<file path="src/verilog/macsec_event_params.svh">
`ifndef MACSEC_EVENT_PARAMS_SVH
`define MACSEC_EVENT_PARAMS_SVH

// Register byte offsets on the register port.
`define OFF_IG_CRYPTO_STATUS 8'h00
`define OFF_EG_CRYPTO_STATUS 8'h04
`define OFF_IG_CRYPTO_EN     8'h08
`define OFF_EG_CRYPTO_EN     8'h0C
`define OFF_DROP_STATUS      8'h10
`define OFF_DROP_EN          8'h14
`define OFF_PN_THR_LOW       8'h18
`define OFF_PN_THR_HIGH      8'h1C
`define OFF_PN_UPD_LOW       8'h20
`define OFF_PN_UPD_HIGH      8'h24
`define OFF_PN_UPD_FLOW      8'h28
`define OFF_PN_UPD_CTRL      8'h2C
`define OFF_OVERRUN_COUNT    8'h30

// Crypto-core status bit positions.
`define CC_INPUT_ERR   0
`define CC_OUTPUT_ERR  1
`define CC_PROC_ERR    2
`define CC_CTX_ERR     3
`define CC_PN_THR      4
`define CC_PN_ROLL     5
`define CC_FATAL_ERR   14
`define CC_WIDTH       15
`define CC_IMPL_MASK   15'h403F

// Drop status bit positions.
`define DR_IG_CLASS    0
`define DR_IG_CONSIST  1
`define DR_IG_POST     2
`define DR_IG_MTU      3
`define DR_EG_CLASS    4
`define DR_EG_POST     5
`define DR_EG_MTU      6
`define DR_WIDTH       7

// Update control bit positions.
`define UPD_REQ_BIT    0
`define UPD_XPN_BIT    1
`define UPD_DONE_BIT   2
`define UPD_APPLY_BIT  3

// Reset values, all-ones constants and widths.
`define RST_THR        32'h0000_0000
`define FLOW_W         8
`define PN_ONES32      32'hFFFF_FFFF
`define PN_ONES64      64'hFFFF_FFFF_FFFF_FFFF
`define IG_IRQ_N       5
`define EG_IRQ_N       4

`endif

</file>
<file path="src/verilog/macsec_event_pkg.sv">
`default_nettype none
package macsec_event_pkg;

  // States of the ingress packet-number update sequencer.
  typedef enum logic [2:0]
  {
    UPD_IDLE,
    UPD_READ,
    UPD_WAIT,
    UPD_CMP,
    UPD_DONE
  } upd_state_t;

endpackage : macsec_event_pkg
`default_nettype wire

</file>
<file path="src/verilog/w1c_event_reg.sv">
`timescale 1ns/1ps
`default_nettype none
module w1c_event_reg #(
  parameter int W = 8
) (
  input  wire logic         i_core_clk,
  input  wire logic         i_reset,
  input  wire logic [W-1:0] i_set,
  input  wire logic         i_clr_wr,
  input  wire logic [W-1:0] i_clr_data,
  output logic      [W-1:0] o_pending
);

  logic [W-1:0] pending_q;

  // A set in the clear cycle wins so that no event is lost.
  always_ff @(posedge i_core_clk or posedge i_reset)
  begin
    if (i_reset)
    begin
      pending_q <= '0;
    end
    else
    begin
      pending_q <= (pending_q & ~(i_clr_wr ? i_clr_data : '0)) | i_set;
    end
  end

  assign o_pending = pending_q;
endmodule : w1c_event_reg
`default_nettype wire

</file>
<file path="src/verilog/pn_warning_monitor.sv">
`timescale 1ns/1ps
`default_nettype none
`include "macsec_event_params.svh"
module pn_warning_monitor (
  input  wire logic        i_core_clk,
  input  wire logic        i_reset,
  input  wire logic        i_pn_valid,
  input  wire logic [63:0] i_pn,
  input  wire logic        i_pn_xpn,
  input  wire logic [63:0] i_threshold,
  output logic             o_thr_evt,
  output logic             o_roll_evt
);

  logic thr_q;
  logic roll_q;
  logic all_ones;

  // A short number only looks at its low word; an extended one at all 64 bits.
  assign all_ones = i_pn_xpn ? (i_pn == `PN_ONES64) : (i_pn[31:0] == `PN_ONES32);

  // Warnings only; the frame path never sees these, so processing carries on.
  always_ff @(posedge i_core_clk or posedge i_reset)
  begin
    if (i_reset)
    begin
      thr_q  <= 1'b0;
      roll_q <= 1'b0;
    end
    else
    begin
      thr_q  <= i_pn_valid && (i_pn > i_threshold);
      roll_q <= i_pn_valid && all_ones;
    end
  end

  assign o_thr_evt  = thr_q;
  assign o_roll_evt = roll_q;
endmodule : pn_warning_monitor
`default_nettype wire

</file>
<file path="src/verilog/macsec_event_and_pn_update.sv">
// The placing of the registers and the plain strobed port were decided locally.
`timescale 1ns/1ps
`default_nettype none
`include "macsec_event_params.svh"
module macsec_event_and_pn_update
  import macsec_event_pkg::*;
(
  input  wire logic                      i_core_clk,
  input  wire logic                      i_reset,
  input  wire logic [7:0]                i_reg_addr,
  input  wire logic [31:0]               i_reg_wdata,
  input  wire logic                      i_reg_wr,
  input  wire logic                      i_reg_rd,
  output logic      [31:0]               o_reg_rdata,
  input  wire logic [3:0]                i_ig_core_err,
  input  wire logic                      i_ig_core_fatal,
  input  wire logic [3:0]                i_eg_core_err,
  input  wire logic                      i_eg_core_fatal,
  input  wire logic                      i_eg_pn_valid,
  input  wire logic [63:0]               i_eg_pn,
  input  wire logic                      i_eg_pn_xpn,
  input  wire logic                      i_ig_drop_class,
  input  wire logic                      i_ig_drop_consist,
  input  wire logic                      i_ig_drop_post,
  input  wire logic                      i_ig_drop_mtu,
  input  wire logic                      i_eg_drop_class,
  input  wire logic                      i_eg_drop_post,
  input  wire logic                      i_eg_drop_mtu,
  output logic                           o_ctx_rd,
  output logic                           o_ctx_wr,
  output logic      [`FLOW_W-1:0]        o_ctx_flow,
  input  wire logic                      i_ctx_rd_valid,
  input  wire logic [63:0]               i_ctx_next_pn,
  input  wire logic [31:0]               i_ctx_window,
  output logic      [63:0]               o_ctx_next_pn,
  output logic      [63:0]               o_ctx_lowest_pn,
  output logic      [`IG_IRQ_N-1:0]      o_ig_irq,
  output logic      [`EG_IRQ_N-1:0]      o_eg_irq
);

  logic [`CC_WIDTH-1:0] ig_cc_set;
  logic [`CC_WIDTH-1:0] eg_cc_set;
  logic [`CC_WIDTH-1:0] ig_cc_pend;
  logic [`CC_WIDTH-1:0] eg_cc_pend;
  logic [`CC_WIDTH-1:0] ig_cc_en_q;
  logic [`CC_WIDTH-1:0] eg_cc_en_q;
  logic [`DR_WIDTH-1:0] drop_set;
  logic [`DR_WIDTH-1:0] drop_pend;
  logic [`DR_WIDTH-1:0] drop_en_q;
  logic [63:0]          thr_q;
  logic [31:0]          upd_low_q;
  logic [31:0]          upd_high_q;
  logic [`FLOW_W-1:0]   upd_flow_q;
  logic                 upd_xpn_q;
  logic                 upd_req_q;
  logic                 upd_done_q;
  logic                 upd_apply_q;
  logic [63:0]          upd_target;
  logic [63:0]          ctx_pn_q;
  logic [31:0]          ctx_win_q;
  logic                 pn_thr_evt;
  logic                 pn_roll_evt;
  logic                 wr_ig_cc;
  logic                 wr_eg_cc;
  logic                 wr_drop;
  logic                 wr_ctrl;
  logic [31:0]          rdata_d;
  logic [31:0]          rdata_q;
  upd_state_t           state_q;

  // Write decodes for the clearing and control registers.
  assign wr_ig_cc = i_reg_wr && (i_reg_addr == `OFF_IG_CRYPTO_STATUS);
  assign wr_eg_cc = i_reg_wr && (i_reg_addr == `OFF_EG_CRYPTO_STATUS);
  assign wr_drop  = i_reg_wr && (i_reg_addr == `OFF_DROP_STATUS);
  assign wr_ctrl  = i_reg_wr && (i_reg_addr == `OFF_PN_UPD_CTRL);

  // Crypto-core causes mapped onto their status positions.
  always_comb
  begin
    ig_cc_set                 = '0;
    ig_cc_set[`CC_INPUT_ERR]  = i_ig_core_err[0];
    ig_cc_set[`CC_OUTPUT_ERR] = i_ig_core_err[1];
    ig_cc_set[`CC_PROC_ERR]   = i_ig_core_err[2];
    ig_cc_set[`CC_CTX_ERR]    = i_ig_core_err[3];
    ig_cc_set[`CC_FATAL_ERR]  = i_ig_core_fatal;
    eg_cc_set                 = '0;
    eg_cc_set[`CC_INPUT_ERR]  = i_eg_core_err[0];
    eg_cc_set[`CC_OUTPUT_ERR] = i_eg_core_err[1];
    eg_cc_set[`CC_PROC_ERR]   = i_eg_core_err[2];
    eg_cc_set[`CC_CTX_ERR]    = i_eg_core_err[3];
    eg_cc_set[`CC_PN_THR]     = pn_thr_evt;
    eg_cc_set[`CC_PN_ROLL]    = pn_roll_evt;
    eg_cc_set[`CC_FATAL_ERR]  = i_eg_core_fatal;
  end

  // Drop events, each kept on its own bit.
  always_comb
  begin
    drop_set                 = '0;
    drop_set[`DR_IG_CLASS]   = i_ig_drop_class;
    drop_set[`DR_IG_CONSIST] = i_ig_drop_consist;
    drop_set[`DR_IG_POST]    = i_ig_drop_post;
    drop_set[`DR_IG_MTU]     = i_ig_drop_mtu;
    drop_set[`DR_EG_CLASS]   = i_eg_drop_class;
    drop_set[`DR_EG_POST]    = i_eg_drop_post;
    drop_set[`DR_EG_MTU]     = i_eg_drop_mtu;
  end

  w1c_event_reg #(.W(`CC_WIDTH)) u_ig_cc (
    .i_core_clk (i_core_clk),
    .i_reset    (i_reset),
    .i_set      (ig_cc_set),
    .i_clr_wr   (wr_ig_cc),
    .i_clr_data (i_reg_wdata[`CC_WIDTH-1:0]),
    .o_pending  (ig_cc_pend)
  );

  w1c_event_reg #(.W(`CC_WIDTH)) u_eg_cc (
    .i_core_clk (i_core_clk),
    .i_reset    (i_reset),
    .i_set      (eg_cc_set),
    .i_clr_wr   (wr_eg_cc),
    .i_clr_data (i_reg_wdata[`CC_WIDTH-1:0]),
    .o_pending  (eg_cc_pend)
  );

  w1c_event_reg #(.W(`DR_WIDTH)) u_drop (
    .i_core_clk (i_core_clk),
    .i_reset    (i_reset),
    .i_set      (drop_set),
    .i_clr_wr   (wr_drop),
    .i_clr_data (i_reg_wdata[`DR_WIDTH-1:0]),
    .o_pending  (drop_pend)
  );

  pn_warning_monitor u_pn_mon (
    .i_core_clk  (i_core_clk),
    .i_reset     (i_reset),
    .i_pn_valid  (i_eg_pn_valid),
    .i_pn        (i_eg_pn),
    .i_pn_xpn    (i_eg_pn_xpn),
    .i_threshold (thr_q),
    .o_thr_evt   (pn_thr_evt),
    .o_roll_evt  (pn_roll_evt)
  );

  // Enable masks and threshold; masking lets software hold off a warning while it rekeys.
  always_ff @(posedge i_core_clk or posedge i_reset)
  begin
    if (i_reset)
    begin
      ig_cc_en_q <= '0;
      eg_cc_en_q <= '0;
      drop_en_q  <= '0;
      thr_q      <= {`RST_THR, `RST_THR};
    end
    else if (i_reg_wr)
    begin
      if (i_reg_addr == `OFF_IG_CRYPTO_EN)
        ig_cc_en_q <= i_reg_wdata[`CC_WIDTH-1:0] & `CC_IMPL_MASK;
      else if (i_reg_addr == `OFF_EG_CRYPTO_EN)
        eg_cc_en_q <= i_reg_wdata[`CC_WIDTH-1:0] & `CC_IMPL_MASK;
      else if (i_reg_addr == `OFF_DROP_EN)
        drop_en_q <= i_reg_wdata[`DR_WIDTH-1:0];
      else if (i_reg_addr == `OFF_PN_THR_LOW)
        thr_q[31:0] <= i_reg_wdata;
      else if (i_reg_addr == `OFF_PN_THR_HIGH)
        thr_q[63:32] <= i_reg_wdata;
    end
  end

  // Interrupt levels: pending and enabled, held until software clears the cause or masks it.
  always_comb
  begin
    o_ig_irq    = '0;
    o_eg_irq    = '0;
    o_ig_irq[0] = |(ig_cc_pend & ig_cc_en_q);
    o_ig_irq[1] = drop_pend[`DR_IG_CLASS] & drop_en_q[`DR_IG_CLASS];
    o_ig_irq[2] = drop_pend[`DR_IG_CONSIST] & drop_en_q[`DR_IG_CONSIST];
    o_ig_irq[3] = drop_pend[`DR_IG_POST] & drop_en_q[`DR_IG_POST];
    o_ig_irq[4] = drop_pend[`DR_IG_MTU] & drop_en_q[`DR_IG_MTU];
    o_eg_irq[0] = |(eg_cc_pend & eg_cc_en_q);
    o_eg_irq[1] = drop_pend[`DR_EG_CLASS] & drop_en_q[`DR_EG_CLASS];
    o_eg_irq[2] = drop_pend[`DR_EG_POST] & drop_en_q[`DR_EG_POST];
    o_eg_irq[3] = drop_pend[`DR_EG_MTU] & drop_en_q[`DR_EG_MTU];
  end

  // Update target and flow; software must load these before setting the request.
  always_ff @(posedge i_core_clk or posedge i_reset)
  begin
    if (i_reset)
    begin
      upd_low_q  <= '0;
      upd_high_q <= '0;
      upd_flow_q <= '0;
      upd_xpn_q  <= 1'b0;
    end
    else if (i_reg_wr)
    begin
      if (i_reg_addr == `OFF_PN_UPD_LOW)
        upd_low_q <= i_reg_wdata;
      else if (i_reg_addr == `OFF_PN_UPD_HIGH)
        upd_high_q <= i_reg_wdata;
      else if (i_reg_addr == `OFF_PN_UPD_FLOW)
        upd_flow_q <= i_reg_wdata[`FLOW_W-1:0];
      else if ((i_reg_addr == `OFF_PN_UPD_CTRL) && (state_q == UPD_IDLE))
        upd_xpn_q <= i_reg_wdata[`UPD_XPN_BIT];
    end
  end

  // A short-numbered flow ignores the upper word.
  assign upd_target = upd_xpn_q ? {upd_high_q, upd_low_q} : {32'h0000_0000, upd_low_q};

  // Request bit: set by software, cleared by the sequencer on completion.
  always_ff @(posedge i_core_clk or posedge i_reset)
  begin
    if (i_reset)
    begin
      upd_req_q <= 1'b0;
    end
    else if (state_q == UPD_DONE)
    begin
      upd_req_q <= 1'b0;
    end
    else if (wr_ctrl && i_reg_wdata[`UPD_REQ_BIT])
    begin
      upd_req_q <= 1'b1;
    end
  end

  // Sequencer: read the record, compare, write only when the stored value is lower.
  always_ff @(posedge i_core_clk or posedge i_reset)
  begin
    if (i_reset)
    begin
      state_q     <= UPD_IDLE;
      ctx_pn_q    <= '0;
      ctx_win_q   <= '0;
      upd_done_q  <= 1'b0;
      upd_apply_q <= 1'b0;
    end
    else
    begin
      case (state_q)
        UPD_IDLE:
        begin
          if (upd_req_q)
          begin
            state_q    <= UPD_READ;
            upd_done_q <= 1'b0;
          end
        end
        UPD_READ:
        begin
          state_q <= UPD_WAIT;
        end
        UPD_WAIT:
        begin
          if (i_ctx_rd_valid)
          begin
            ctx_pn_q  <= i_ctx_next_pn;
            ctx_win_q <= i_ctx_window;
            state_q   <= UPD_CMP;
          end
        end
        UPD_CMP:
        begin
          upd_apply_q <= (ctx_pn_q < upd_target);
          state_q     <= UPD_DONE;
        end
        default:
        begin
          upd_done_q <= 1'b1;
          state_q    <= UPD_IDLE;
        end
      endcase
    end
  end

  // Record port; the write strobe comes in the cycle before the request bit drops.
  assign o_ctx_rd   = (state_q == UPD_READ);
  assign o_ctx_wr   = (state_q == UPD_DONE) && upd_apply_q;
  assign o_ctx_flow = upd_flow_q;

  // Lowest acceptable number trails the new next number by the unchanged window, or is zero when the window is not below it.
  always_ff @(posedge i_core_clk or posedge i_reset)
  begin
    if (i_reset)
    begin
      o_ctx_next_pn   <= '0;
      o_ctx_lowest_pn <= '0;
    end
    else if (state_q == UPD_CMP)
    begin
      o_ctx_next_pn <= upd_target;
      if (upd_target > {32'h0000_0000, ctx_win_q})
        o_ctx_lowest_pn <= upd_target - {32'h0000_0000, ctx_win_q};
      else
        o_ctx_lowest_pn <= '0;
    end
  end

  // Read mux; unmapped addresses and the overrun count read as zero.
  always_comb
  begin
    rdata_d = '0;
    if (i_reg_addr == `OFF_IG_CRYPTO_STATUS)
      rdata_d[`CC_WIDTH-1:0] = ig_cc_pend;
    else if (i_reg_addr == `OFF_EG_CRYPTO_STATUS)
      rdata_d[`CC_WIDTH-1:0] = eg_cc_pend;
    else if (i_reg_addr == `OFF_IG_CRYPTO_EN)
      rdata_d[`CC_WIDTH-1:0] = ig_cc_en_q;
    else if (i_reg_addr == `OFF_EG_CRYPTO_EN)
      rdata_d[`CC_WIDTH-1:0] = eg_cc_en_q;
    else if (i_reg_addr == `OFF_DROP_STATUS)
      rdata_d[`DR_WIDTH-1:0] = drop_pend;
    else if (i_reg_addr == `OFF_DROP_EN)
      rdata_d[`DR_WIDTH-1:0] = drop_en_q;
    else if (i_reg_addr == `OFF_PN_THR_LOW)
      rdata_d = thr_q[31:0];
    else if (i_reg_addr == `OFF_PN_THR_HIGH)
      rdata_d = thr_q[63:32];
    else if (i_reg_addr == `OFF_PN_UPD_LOW)
      rdata_d = upd_low_q;
    else if (i_reg_addr == `OFF_PN_UPD_HIGH)
      rdata_d = upd_high_q;
    else if (i_reg_addr == `OFF_PN_UPD_FLOW)
      rdata_d[`FLOW_W-1:0] = upd_flow_q;
    else if (i_reg_addr == `OFF_PN_UPD_CTRL)
    begin
      rdata_d[`UPD_REQ_BIT]   = upd_req_q;
      rdata_d[`UPD_XPN_BIT]   = upd_xpn_q;
      rdata_d[`UPD_DONE_BIT]  = upd_done_q;
      rdata_d[`UPD_APPLY_BIT] = upd_apply_q;
    end
    else if (i_reg_addr == `OFF_OVERRUN_COUNT)
      rdata_d = '0;
  end

  // Read data stand only in the cycle after the strobe.
  always_ff @(posedge i_core_clk or posedge i_reset)
  begin
    if (i_reset)
      rdata_q <= '0;
    else if (i_reg_rd)
      rdata_q <= rdata_d;
    else
      rdata_q <= '0;
  end

  assign o_reg_rdata = rdata_q;
endmodule : macsec_event_and_pn_update
`default_nettype wire

</file>
<file path="config.mk">
export PLATFORM = sky130hd
export DESIGN_NAME = macsec_event_and_pn_update
export DESIGN_NICKNAME = d
export VERILOG_FILES = /design/src/verilog/macsec_event_pkg.sv /design/src/verilog/w1c_event_reg.sv /design/src/verilog/pn_warning_monitor.sv /design/src/verilog/macsec_event_and_pn_update.sv
export VERILOG_INCLUDE_DIRS = /design/src /design/src/verilog
export SDC_FILE = /design/constraint.sdc
export NUM_CORES = 1
export LEC_CHECK = 0
export BUFFER_PORTS_ARGS = -buffer_cell sky130_fd_sc_hd__buf_4
export CAP_MARGIN = 40
export CELL_PAD_IN_SITES_DETAIL_PLACEMENT = 2
export CELL_PAD_IN_SITES_GLOBAL_PLACEMENT = 2
export CORE_ASPECT_RATIO = 2
export CORE_MARGIN = 2
export CORE_UTILIZATION = 36
export DETAILED_ROUTE_END_ITERATION = 7
export PLACE_DENSITY_LB_ADDON = 0.12
export SETUP_SLACK_MARGIN = 0.4
export SLEW_MARGIN = 15
export SYNTH_ARGS = -nofsm -noshare
export SYNTH_HDL_FRONTEND = slang
export SYNTH_SLANG_ARGS = --single-unit
</file>
<file path="constraint.sdc">
create_clock -name i_core_clk -period 18.6 [get_ports i_core_clk]
set_input_delay 1.86 -clock i_core_clk [delete_from_list [all_inputs] [get_ports i_core_clk]]
set_output_delay 1.86 -clock i_core_clk [all_outputs]
set_load 0.01 [all_outputs]
</file>
==> results of run 1 <==
==> cell families after synthesis <==
logic type	share of synthesized area (%)
and+or+nand+nor	10.4
buffers and inverters	4.14
xor gates and xnor gates	1.79
adders and majority gates	8.40
AOI/OAI and AO/OA	18.3
muxes	9.00
DFF	48.0
==> per-stage QoR <==
step | total power [mW] | std cells | hold slack (ns) | cell area [um^2]
finish | 3.63 | 3569 | 0.456 | 29500
floorplan | 2.10 | 2286 | 0.404 | 23900
detailed placement | 2.68 | 3479 | 0.444 | 28000
global route | 3.83 | 3568 | 0.483 | 29500
CTS | 3.67 | 3566 | 0.460 | 29500
global placement | 2.58 | 3469 | 0.416 | 27800
==> registers in the layout, indices dropped and copies added, names as in the netlist, 32 cells and up <==
| signal | cells |
|---|---|
| o_ctx_lowest_pn | 64 |
| ctx_pn_q | 64 |
| o_reg_rdata | 32 |
| upd_low_q | 32 |
| ctx_win_q | 32 |
| upd_high_q | 32 |
| thr_q | 64 |
| o_ctx_next_pn | 64 |
==> critical path: stages (launching register included) <==
cell       delay, ns
dfrtp_2         0.62
buf_4           0.63
inv_1           0.41
nor2_1          0.28
a2111oi_4       0.12
a41o_1          0.33
nor2_4          0.62
buf_4           0.68
and2_4          0.31
o211ai_1        0.10
nand3_1         0.12
==> worst paths after layout <==
| check | from | to | slack [ns] |
|---|---|---|---|
| min in group asynchronous | i_reset | o_ctx_lowest_pn[51] | 1.33 |
| min reg2reg | u_pn_mon.o_roll_evt | u_eg_cc.o_pending[5] | 0.46 |
| max reg2reg | upd_xpn_q | o_ctx_lowest_pn[54] | 14.18 |
| max in group asynchronous | i_reset | o_ctx_next_pn[10] | 15.06 |
| max | upd_xpn_q | o_ctx_lowest_pn[54] | 14.18 |
| min | u_pn_mon.o_roll_evt | u_eg_cc.o_pending[5] | 0.46 |
==> layout make-up <==
class                      count  area [um^2]  area share, %
clock inverter                15          169          0.573
antenna                        2         5.00         0.0170
inverter                     139          529           1.79
tap                          877         1100           3.72
sequential                   459        11500           39.0
clock buffer                  72         1330           4.51
timing repair buffer         434         3390           11.5
multi-input combinational   1571        11500           38.9
==> power by group through the flow <==
stage / clock (mW) / sequential [mW] / combinational [mW]
floorplan: 0 / 1.36 / 0.744
global route: 1.02 / 1.41 / 1.40
global placement: 0 / 1.39 / 1.20
detailed placement: 0 / 1.40 / 1.28
CTS: 0.988 / 1.39 / 1.29
finish: 0.965 / 1.38 / 1.28
==> synthesized netlist by cell type (11+ instances only) <==
cell type    n  area, um^2
a21boi_0    18         135
a21o_1      67         503
a21oi_1    114         571
a221oi_1    11        96.3
a22o_1      54         473
a22oi_1     70         526
a31oi_1     18         113
a32o_1      32         320
and2_1      13        81.3
and3_1      11        68.8
buf_1       12        45.0
clkbuf_1    96         360
dfrtp_1    459       11500
ha_1       159        1990
inv_1      138         518
mux2_2     191        2150
nand2_1    246         923
nand2b_1    14        87.6
nand3_1     35         175
nand4_1     53         332
nor2_1      76         285
nor2b_1     14        87.6
nor3_1      16        80.1
nor4_1      14        87.6
o21ai_0    172         861
xnor2_1     19         166
xor2_1      30         263
==> routing by layer <==
layer / wire [um] / track usage, %
met1: 38400 / 33.6
met2: 55000 / 56.0
met3: 5030 / 4.07
met4: 6990 / 18.0
met5: 13 / 0
==> results.ini, run 1 <==
[yosys]
synth-main-ff-cell=dfrtp_1
yosys_warnings=0
ys_ff_latch=459
syn-mean-instance-area_um2=10.5
ys_types=68
syn_nets=2670
yosysSeqAreaShare_pct=48.0
async_flop_share_pct=100
synthesis.area_um2=23900
synth_edf_count=0
synth_cells=2286

[floorplan]
rows=133
pin_count=403
dieArea_um2=68600
die_y_um=368
fp.dieW_um=186
coreArea_um2=65700
start_util_pct=36.4

[cts]
cts-root-buf=clkbuf_16
cts_hold_buf=0
cts_setup_buffers=0
cts_tree=built
cts_buffers=47
clkLatencyLatePin_ns=0.61
cts_resized=0
clk_pin_slew_ns=0.06
cts_sinks=459
cts.htree.levels=2
clockBufferDepth=3

[min_path]
hold_path_depth=1
hold_class=register to register

[timing]
fin_crit_ns=4.42
finalSetupViolCount=0
fmax_mhz=226
maxSlewViolCount=0
finalHoldViolations=0
tns_ns=0
layout_setup_ws_ns=14.18
skew_ns=0.0174
relSlewSlack_pct=37.7
period_share_pct=23.8
worst_slew_pin_slew_ns=0.911
rsz0062_at_grt=false

[setup_path]
crit_required_ns=19.13
arrival_ns=4.95
end_kind=register
worstSetupPathType=register to register
reg2reg_depth=10
cp_max_fo=70
cp-start-kind=register

[final_layout]
final_util_pct=44.9
drive_gt1_share_pct=26.5
mostFrequentLayoutCell=dfrtp_1
n_fill_cell=6991
layout_common_cells=dfrtp_1, buf_4, nand2_1
area_growth_pct=23.3
nNetsFinal=3036

[global_route]
grt_antenna_before_repair=3
grt_pass1_vias=23300
track_usage_pct=30.8
grt_max_degree=147
gr-total-overflow=0
grt_pass1_wl_um=155000

[status]
outcome=finished clean

[flow_run]
maxCapViolCount=0

[power_and_ir_drop]
power_frac_clock_pct=26.6
p_leak_nw=13.9
swShare_pct=36.3
p_sw_mw=1.32
p_int_mw=2.31
seqPwrFrac_pct=38.1
power_density_nw_per_um2=123
pwr-share-comb_pct=35.3
vdd_drop_max_uv=82.6

[route]
ant_nets=0
viasPerCell=5.78
routed_wl_um=105000
initialDrtViolationCount=1026
drc_errors=0
via_count=20600
routedWlPerCell_um=29.5
drt_pass1_iterations=5

[place]
io_buffers=402
post-place-ws_ns=13.74
dp_hpwl_um=83000
gp_congestion=0.948

No activity file was read; power rests on OpenSTA's default activity.
==> inputs of run 2 (changes only) <==
==> constraint.sdc (replaced) <==
create_clock -name i_core_clk -period 4.5 [get_ports i_core_clk]
set_input_delay 0.45 -clock i_core_clk [delete_from_list [all_inputs] [get_ports i_core_clk]]
set_output_delay 0.45 -clock i_core_clk [all_outputs]
set_load 0.01 [all_outputs]
==> results.ini, run 2 (synthesized netlist as in run 1, its figures left out) <==
[global_route]
grt_max_degree=127  ; was 147
gr-total-overflow=0  ; unchanged
grt_antenna_before_repair=4  ; was 3
grt_pass1_vias=23800  ; was 23,300
grt_pass1_wl_um=160000  ; was 155,000 um
track_usage_pct=32.0  ; was 30.8%

[timing]
relSlewSlack_pct=40.1  ; was 37.7%
tns_ns=0  ; unchanged
maxSlewViolCount=0  ; unchanged
period_share_pct=86.2  ; was 23.8%
finalHoldViolations=0  ; unchanged
finalSetupViolCount=0  ; unchanged
fin_crit_ns=3.88  ; was 4.42 ns
timing.hold.ws_ns=0.0263  ; was 0.456 ns
fmax_mhz=258  ; was 226 MHz
skew_ns=0.0197  ; was 0.0174 ns
worst_slew_pin_slew_ns=0.898  ; was 0.911 ns
rsz0062_at_grt=false  ; unchanged

[cts]
cts.htree.levels=2  ; unchanged
cts_buffers=47  ; unchanged
cts-root-buf=clkbuf_16  ; unchanged
cts_sinks=459  ; unchanged
clk_pin_slew_ns=0.07  ; was 0.06 ns
cts_tree=built  ; unchanged
cts_setup_buffers=0  ; unchanged
clockBufferDepth=3  ; unchanged
clkLatencyLatePin_ns=0.60  ; was 0.61 ns

[route]
initialDrtViolationCount=1089  ; was 1,026
viasPerCell=5.79  ; was 5.78
drt_pass1_iterations=5  ; unchanged
ant_nets=0  ; unchanged
routedWlPerCell_um=30.2  ; was 29.5 um
via_count=20800  ; was 20,600
drc_errors=0  ; unchanged
routed_wl_um=109000  ; was 105,000 um

[place]
postPlaceCellArea_um2=28200  ; was 28,000 um^2
io_buffers=402  ; unchanged
place_inst=3510  ; was 3,479
gp_congestion=0.924  ; was 0.948
dp_hpwl_um=86000  ; was 83,000 um

[final_layout]
multi_input_area_um2=11500  ; about the same
postLayoutCellArea_um2=29900  ; was 29,500 um^2
mostFrequentLayoutCell=dfrtp_1  ; unchanged
final_util_pct=45.4  ; was 44.9%
area_growth_pct=24.9  ; was 23.3%
seq_area_um2=11500  ; unchanged
layout_common_cells=dfrtp_1, buf_4, nand2_1  ; unchanged
nNetsFinal=3067  ; was 3,036
n_fill_cell=6884  ; was 6,991
drive_gt1_share_pct=27.6  ; was 26.5%
final_cell_count_no_fill=3601  ; was 3,569

[floorplan]
start_util_pct=36.4  ; unchanged
die_y_um=368  ; unchanged
coreArea_um2=65700  ; unchanged
rows=133  ; unchanged
dieArea_um2=68600  ; unchanged
fp.dieW_um=186  ; unchanged
pin_count=403  ; unchanged

[status]
outcome=finished clean  ; unchanged

[min_path]
hold_class=input pin to register  ; was register to register

[setup_path]
slowest_stage=and4b_1  ; was buf_4
arrival_ns=4.36  ; was 4.95 ns
cp_max_fo=12  ; was 70
slowest_delay_ns=0.61  ; was 0.68 ns
cp_top_family=compound AO/OA/AOI/OAI gates  ; was buffers and inverters
crit_buf_inv=2  ; was 3
cp-start-kind=register  ; unchanged
end_kind=register  ; unchanged
cp_cell_sequence=inv_1 -> ha_1 -> inv_1 -> fa_1 -> a211oi_1 -> nor2_1 -> o31ai_1 -> o2111ai_1 -> nand3_1 -> and4b_1 -> nor4b_1 -> o21ai_0 -> a22o_1  ; was buf_4 -> inv_1 -> nor2_1 -> a2111oi_4 -> a41o_1 -> nor2_4 -> buf_4 -> and2_4 -> o211ai_1 -> nand3_1
r2r_slack_ns=0.62  ; was 14.18 ns
cp_common_cell=inv_1  ; was buf_4
worstSetupPathType=register to register  ; unchanged
crit_required_ns=4.98  ; was 19.13 ns

[power_and_ir_drop]
seqPwrFrac_pct=37.0  ; was 38.1%
p_leak_nw=14.1  ; was 13.9 nW
swShare_pct=36.0  ; was 36.3%
power_frac_clock_pct=28.1  ; was 26.6%
p_sw_mw=5.57  ; was 1.32 mW
pwr-share-comb_pct=34.9  ; was 35.3%
vdd_drop_max_uv=259  ; was 82.6 uV
p_int_mw=9.88  ; was 2.31 mW
power_density_nw_per_um2=517  ; was 123 nW/um^2

[flow_run]
maxCapViolCount=0  ; unchanged

-- run 2: cell count changes in the layout (fill, tap and decap cells not counted), sizes merged --
cell           before  now
dlygate4sd3         0    1
clkbuf             73   66
clkdlybuf4s15       1    2
clkinv              9   12
buf               432  462
inv               142  138
diode               2    3
clkinvlp            0    3
bufinv              3    7
-- run 2: cell type report --
class | count | area share, %
diodes | 3 | 0.0251
clock buffers | 66 | 4.59
clock inverters | 21 | 0.993
inverters | 139 | 1.76
multi-input cells | 1571 | 38.4
flip-flops and latches | 459 | 38.5
well taps | 877 | 3.67
repair buffers | 465 | 12.1
-- run 2: routing by layer --
metal / vias to the layer above / global-route usage [%] / part of all wire (%)
li1: 9110 / - / -
met1: 10800 / 34.7 / 36
met2: 683 / 57.3 / 52
met3: 267 / 4.10 / 4.4
met4: 2 / 21.4 / 7.9
met5: - / 0 / 0.012
-- run 2: per-stage QoR --
step | power (mW) | worst slack, ns
6_report | 15.4 | 0.620
3_3_place_gp | 10.8 | 0.778
5_1_grt | 16.3 | 0.423
3_5_place_dp | 11.2 | 0.670
4_1_cts | 15.6 | 0.660
2_1_floorplan | 8.70 | -2.16
-- run 2: worst paths after layout --
check                      cells after the start              endpoint               start
min in group asynchronous                      3          ctx_pn_q[45]             i_reset
hold reg to reg                                1  u_eg_cc.o_pending[4]  u_pn_mon.o_thr_evt
setup reg to reg                              13   o_ctx_lowest_pn[46]        upd_low_q[0]
setup / recovery                              13   o_ctx_lowest_pn[46]        upd_low_q[0]
max in group asynchronous                      5   o_ctx_lowest_pn[59]             i_reset
hold / removal                                 2   u_pn_mon.o_roll_evt         i_eg_pn_xpn
-- run 2: power groups by stage --
stage / combinational, mW / sequential, mW / clock [mW]
2_1_floorplan: 3.08 / 5.62 / 0
3_3_place_gp: 5.12 / 5.73 / 0
3_5_place_dp: 5.40 / 5.78 / 0
4_1_cts: 5.46 / 5.72 / 4.41
5_1_grt: 5.93 / 5.82 / 4.57
6_report: 5.40 / 5.72 / 4.33
-- run 2: repair_timing --
item,CTS,global route
hold endpoints to repair,20,0
resized for setup,0,1
hold buffers,1,0
setup endpoints to repair,0,1
==> inputs of run 3 (changes only) <==
--- a/config.mk
+++ b/config.mk
@@ -10,8 +10,6 @@
 export CAP_MARGIN = 40
 export CELL_PAD_IN_SITES_DETAIL_PLACEMENT = 2
 export CELL_PAD_IN_SITES_GLOBAL_PLACEMENT = 2
-export CORE_ASPECT_RATIO = 2
-export CORE_MARGIN = 2
 export CORE_UTILIZATION = 36
 export DETAILED_ROUTE_END_ITERATION = 7
 export PLACE_DENSITY_LB_ADDON = 0.12
==> results.ini, run 3 (synthesized netlist as in run 1, its figures left out) <==
[power_and_ir_drop]
vdd_drop_max_uv=298  ; was 259 uV
seqPwrFrac_pct=36.8  ; was 37.0%
p_int_mw=10.1  ; was 9.88 mW
power.total_mw=15.6  ; was 15.4 mW
power_frac_clock_pct=29.3  ; was 28.1%
power_density_nw_per_um2=521  ; was 517 nW/um^2
swShare_pct=35.4  ; was 36.0%
p_sw_mw=5.52  ; was 5.57 mW
p_leak_nw=14.1  ; about the same
pwr-share-comb_pct=34.0  ; was 34.9%

[timing]
fmax_mhz=260  ; was 258 MHz
relSlewSlack_pct=44.0  ; was 40.1%
tns_ns=0  ; unchanged
period_share_pct=85.4  ; was 86.2%
worst_slew_pin_slew_ns=0.836  ; was 0.898 ns
skew_ns=0.0315  ; was 0.0197 ns
finalHoldViolations=0  ; unchanged
layout_setup_ws_ns=0.656  ; was 0.620 ns
fin_crit_ns=3.84  ; was 3.88 ns
rsz0062_at_grt=false  ; unchanged
maxSlewViolCount=0  ; unchanged
finalSetupViolCount=0  ; unchanged

[global_route]
grt_pass1_wl_um=149000  ; was 160,000 um
grt_pass1_vias=22500  ; was 23,800
gr-total-overflow=0  ; unchanged
grt_max_degree=138  ; was 127
track_usage_pct=29.7  ; was 32.0%
grt_antenna_before_repair=11  ; was 4

[route]
initialDrtViolationCount=1516  ; was 1,089
drc_errors=0  ; unchanged
drt_pass1_iterations=5  ; unchanged
via_count=20700  ; was 20,800
routed_wl_um=101000  ; was 109,000 um
ant_nets=0  ; unchanged
viasPerCell=5.78  ; was 5.79
routedWlPerCell_um=28.1  ; was 30.2 um

[setup_path]
crit_cells=9  ; was 13
reg2reg_depth=9  ; was 13
cp_max_fo=7  ; was 12
cp_cell_sequence=or4_4 -> or3_1 -> o41ai_1 -> and3b_1 -> nand3_1 -> a211oi_1 -> nor2b_1 -> o21ai_0 -> a22o_1  ; was inv_1 -> ha_1 -> inv_1 -> fa_1 -> a211oi_1 -> nor2_1 -> o31ai_1 -> o2111ai_1 -> nand3_1 -> and4b_1 -> nor4b_1 -> o21ai_0 -> a22o_1
cp_top_family=simple AND/OR/NAND/NOR gates  ; was compound AO/OA/AOI/OAI gates
cp-start-kind=register  ; unchanged
arrival_ns=4.35  ; was 4.36 ns
crit_required_ns=5.00  ; was 4.98 ns
slowest_delay_ns=0.69  ; was 0.61 ns
end_kind=register  ; unchanged
crit_buf_inv=0  ; was 2
worstSetupPathType=register to register  ; unchanged
slowest_stage=a211oi_1  ; was and4b_1

[floorplan]
coreArea_um2=65700  ; about the same
pin_count=403  ; unchanged
start_util_pct=36.4  ; about the same
dieArea_um2=67500  ; was 68,600 um^2
rows=94  ; was 133
fp.dieW_um=260  ; was 186 um
die_y_um=260  ; was 368 um

[flow_run]
maxCapViolCount=0  ; unchanged

[cts]
cts-root-buf=clkbuf_16  ; unchanged
cts_tree=built  ; unchanged
clk_pin_slew_ns=0.07  ; about the same
clockBufferDepth=3  ; unchanged
clkLatencyLatePin_ns=0.61  ; was 0.60 ns
cts_sinks=459  ; unchanged
cts_buffers=52  ; was 47
cts.htree.levels=2  ; unchanged

[final_layout]
area_growth_pct=25.0  ; was 24.9%
mostFrequentLayoutCell=dfrtp_1  ; unchanged
final_util_pct=45.5  ; was 45.4%
nNetsFinal=3057  ; was 3,067
drive_gt1_share_pct=27.5  ; was 27.6%
layout_common_cells=dfrtp_1, buf_4, nand2_1  ; unchanged

[place]
post-place-ws_ns=0.509  ; was 0.670 ns
dp_hpwl_um=77500  ; was 86,000 um
io_buffers=402  ; unchanged
gp_congestion=0.961  ; was 0.924

[min_path]
hold_class=input pin to register  ; unchanged
hold_path_depth=2  ; unchanged

[status]
outcome=finished clean  ; unchanged

run 3: cell types whose count changed in the layout (fill, tap and decap cells not counted), sizes merged:
cell	previous run	this run
clkdlybuf4s15	2	0
dlygate4sd3	1	3
clkbuf	66	69
clkinv	12	16
buf	462	447
bufinv	7	8
inv	138	140
run 3: repair_timing:
item	CTS	global route
hold buffers	3	0
resized for setup	0	1
setup buffers	0	0
endpoints found under the setup margin	0	1
hold endpoints to repair	8	0
run 3: power by group through the flow:
stage	sequential, mW	combinational (mW)	clock [mW]
3_5_place_dp	5.80	5.23	0
6_report	5.73	5.29	4.56
3_3_place_gp	5.77	4.94	0
4_1_cts	5.74	5.29	4.66
2_1_floorplan	5.62	3.08	0
5_1_grt	5.81	5.78	4.78
run 3: through the flow:
step	area, um^2	instances	hold slack, ns
5_1_grt	29900	3583	0.0155
3_5_place_dp	28000	3478	0.449
2_1_floorplan	23900	2286	0.404
6_report	29900	3583	0.0280
4_1_cts	29800	3578	0.000865
3_3_place_gp	28000	3477	0.437
run 3: routing by layer:
metal  global-route usage [%]  routed length (um)
met1                     41.8               46400
met2                     47.6               46700
met3                     4.13                4770
met4                     8.24                2650
met5                        0                  11
run 3: final timing paths:
check	from	end	slack, ns
min in group asynchronous	i_reset	ctx_win_q[4]	0.41
hold / removal	i_ig_core_fatal	u_ig_cc.o_pending[14]	0.03
hold reg to reg	u_pn_mon.o_thr_evt	u_eg_cc.o_pending[4]	0.46
max in group asynchronous	i_reset	ctx_pn_q[59]	2.98
setup / recovery	upd_high_q[5]	o_ctx_lowest_pn[59]	0.66
setup reg to reg	upd_high_q[5]	o_ctx_lowest_pn[59]	0.66
run 3: worst register-to-register path, stage by stage (launching register included):
cell and delay, ns:
dfrtp_1 0.50, or4_4 0.61, or3_1 0.46, o41ai_1 0.43
and3b_1 0.37, nand3_1 0.16, a211oi_1 0.69, nor2b_1 0.21
o21ai_0 0.11, a22o_1 0.21
run 3: cell type report:
class / instances / area, um^2
Clock buffer: 69 / 1450
Fill cell: 6867 / 35800
Clock inverter: 28 / 357
Multi-Input combinational cell: 1571 / 11500
Timing Repair Buffer: 450 / 3520
Sequential cell: 459 / 11500
Antenna cell: 3 / 7.51
Tap cell: 864 / 1080
Inverter: 139 / 526
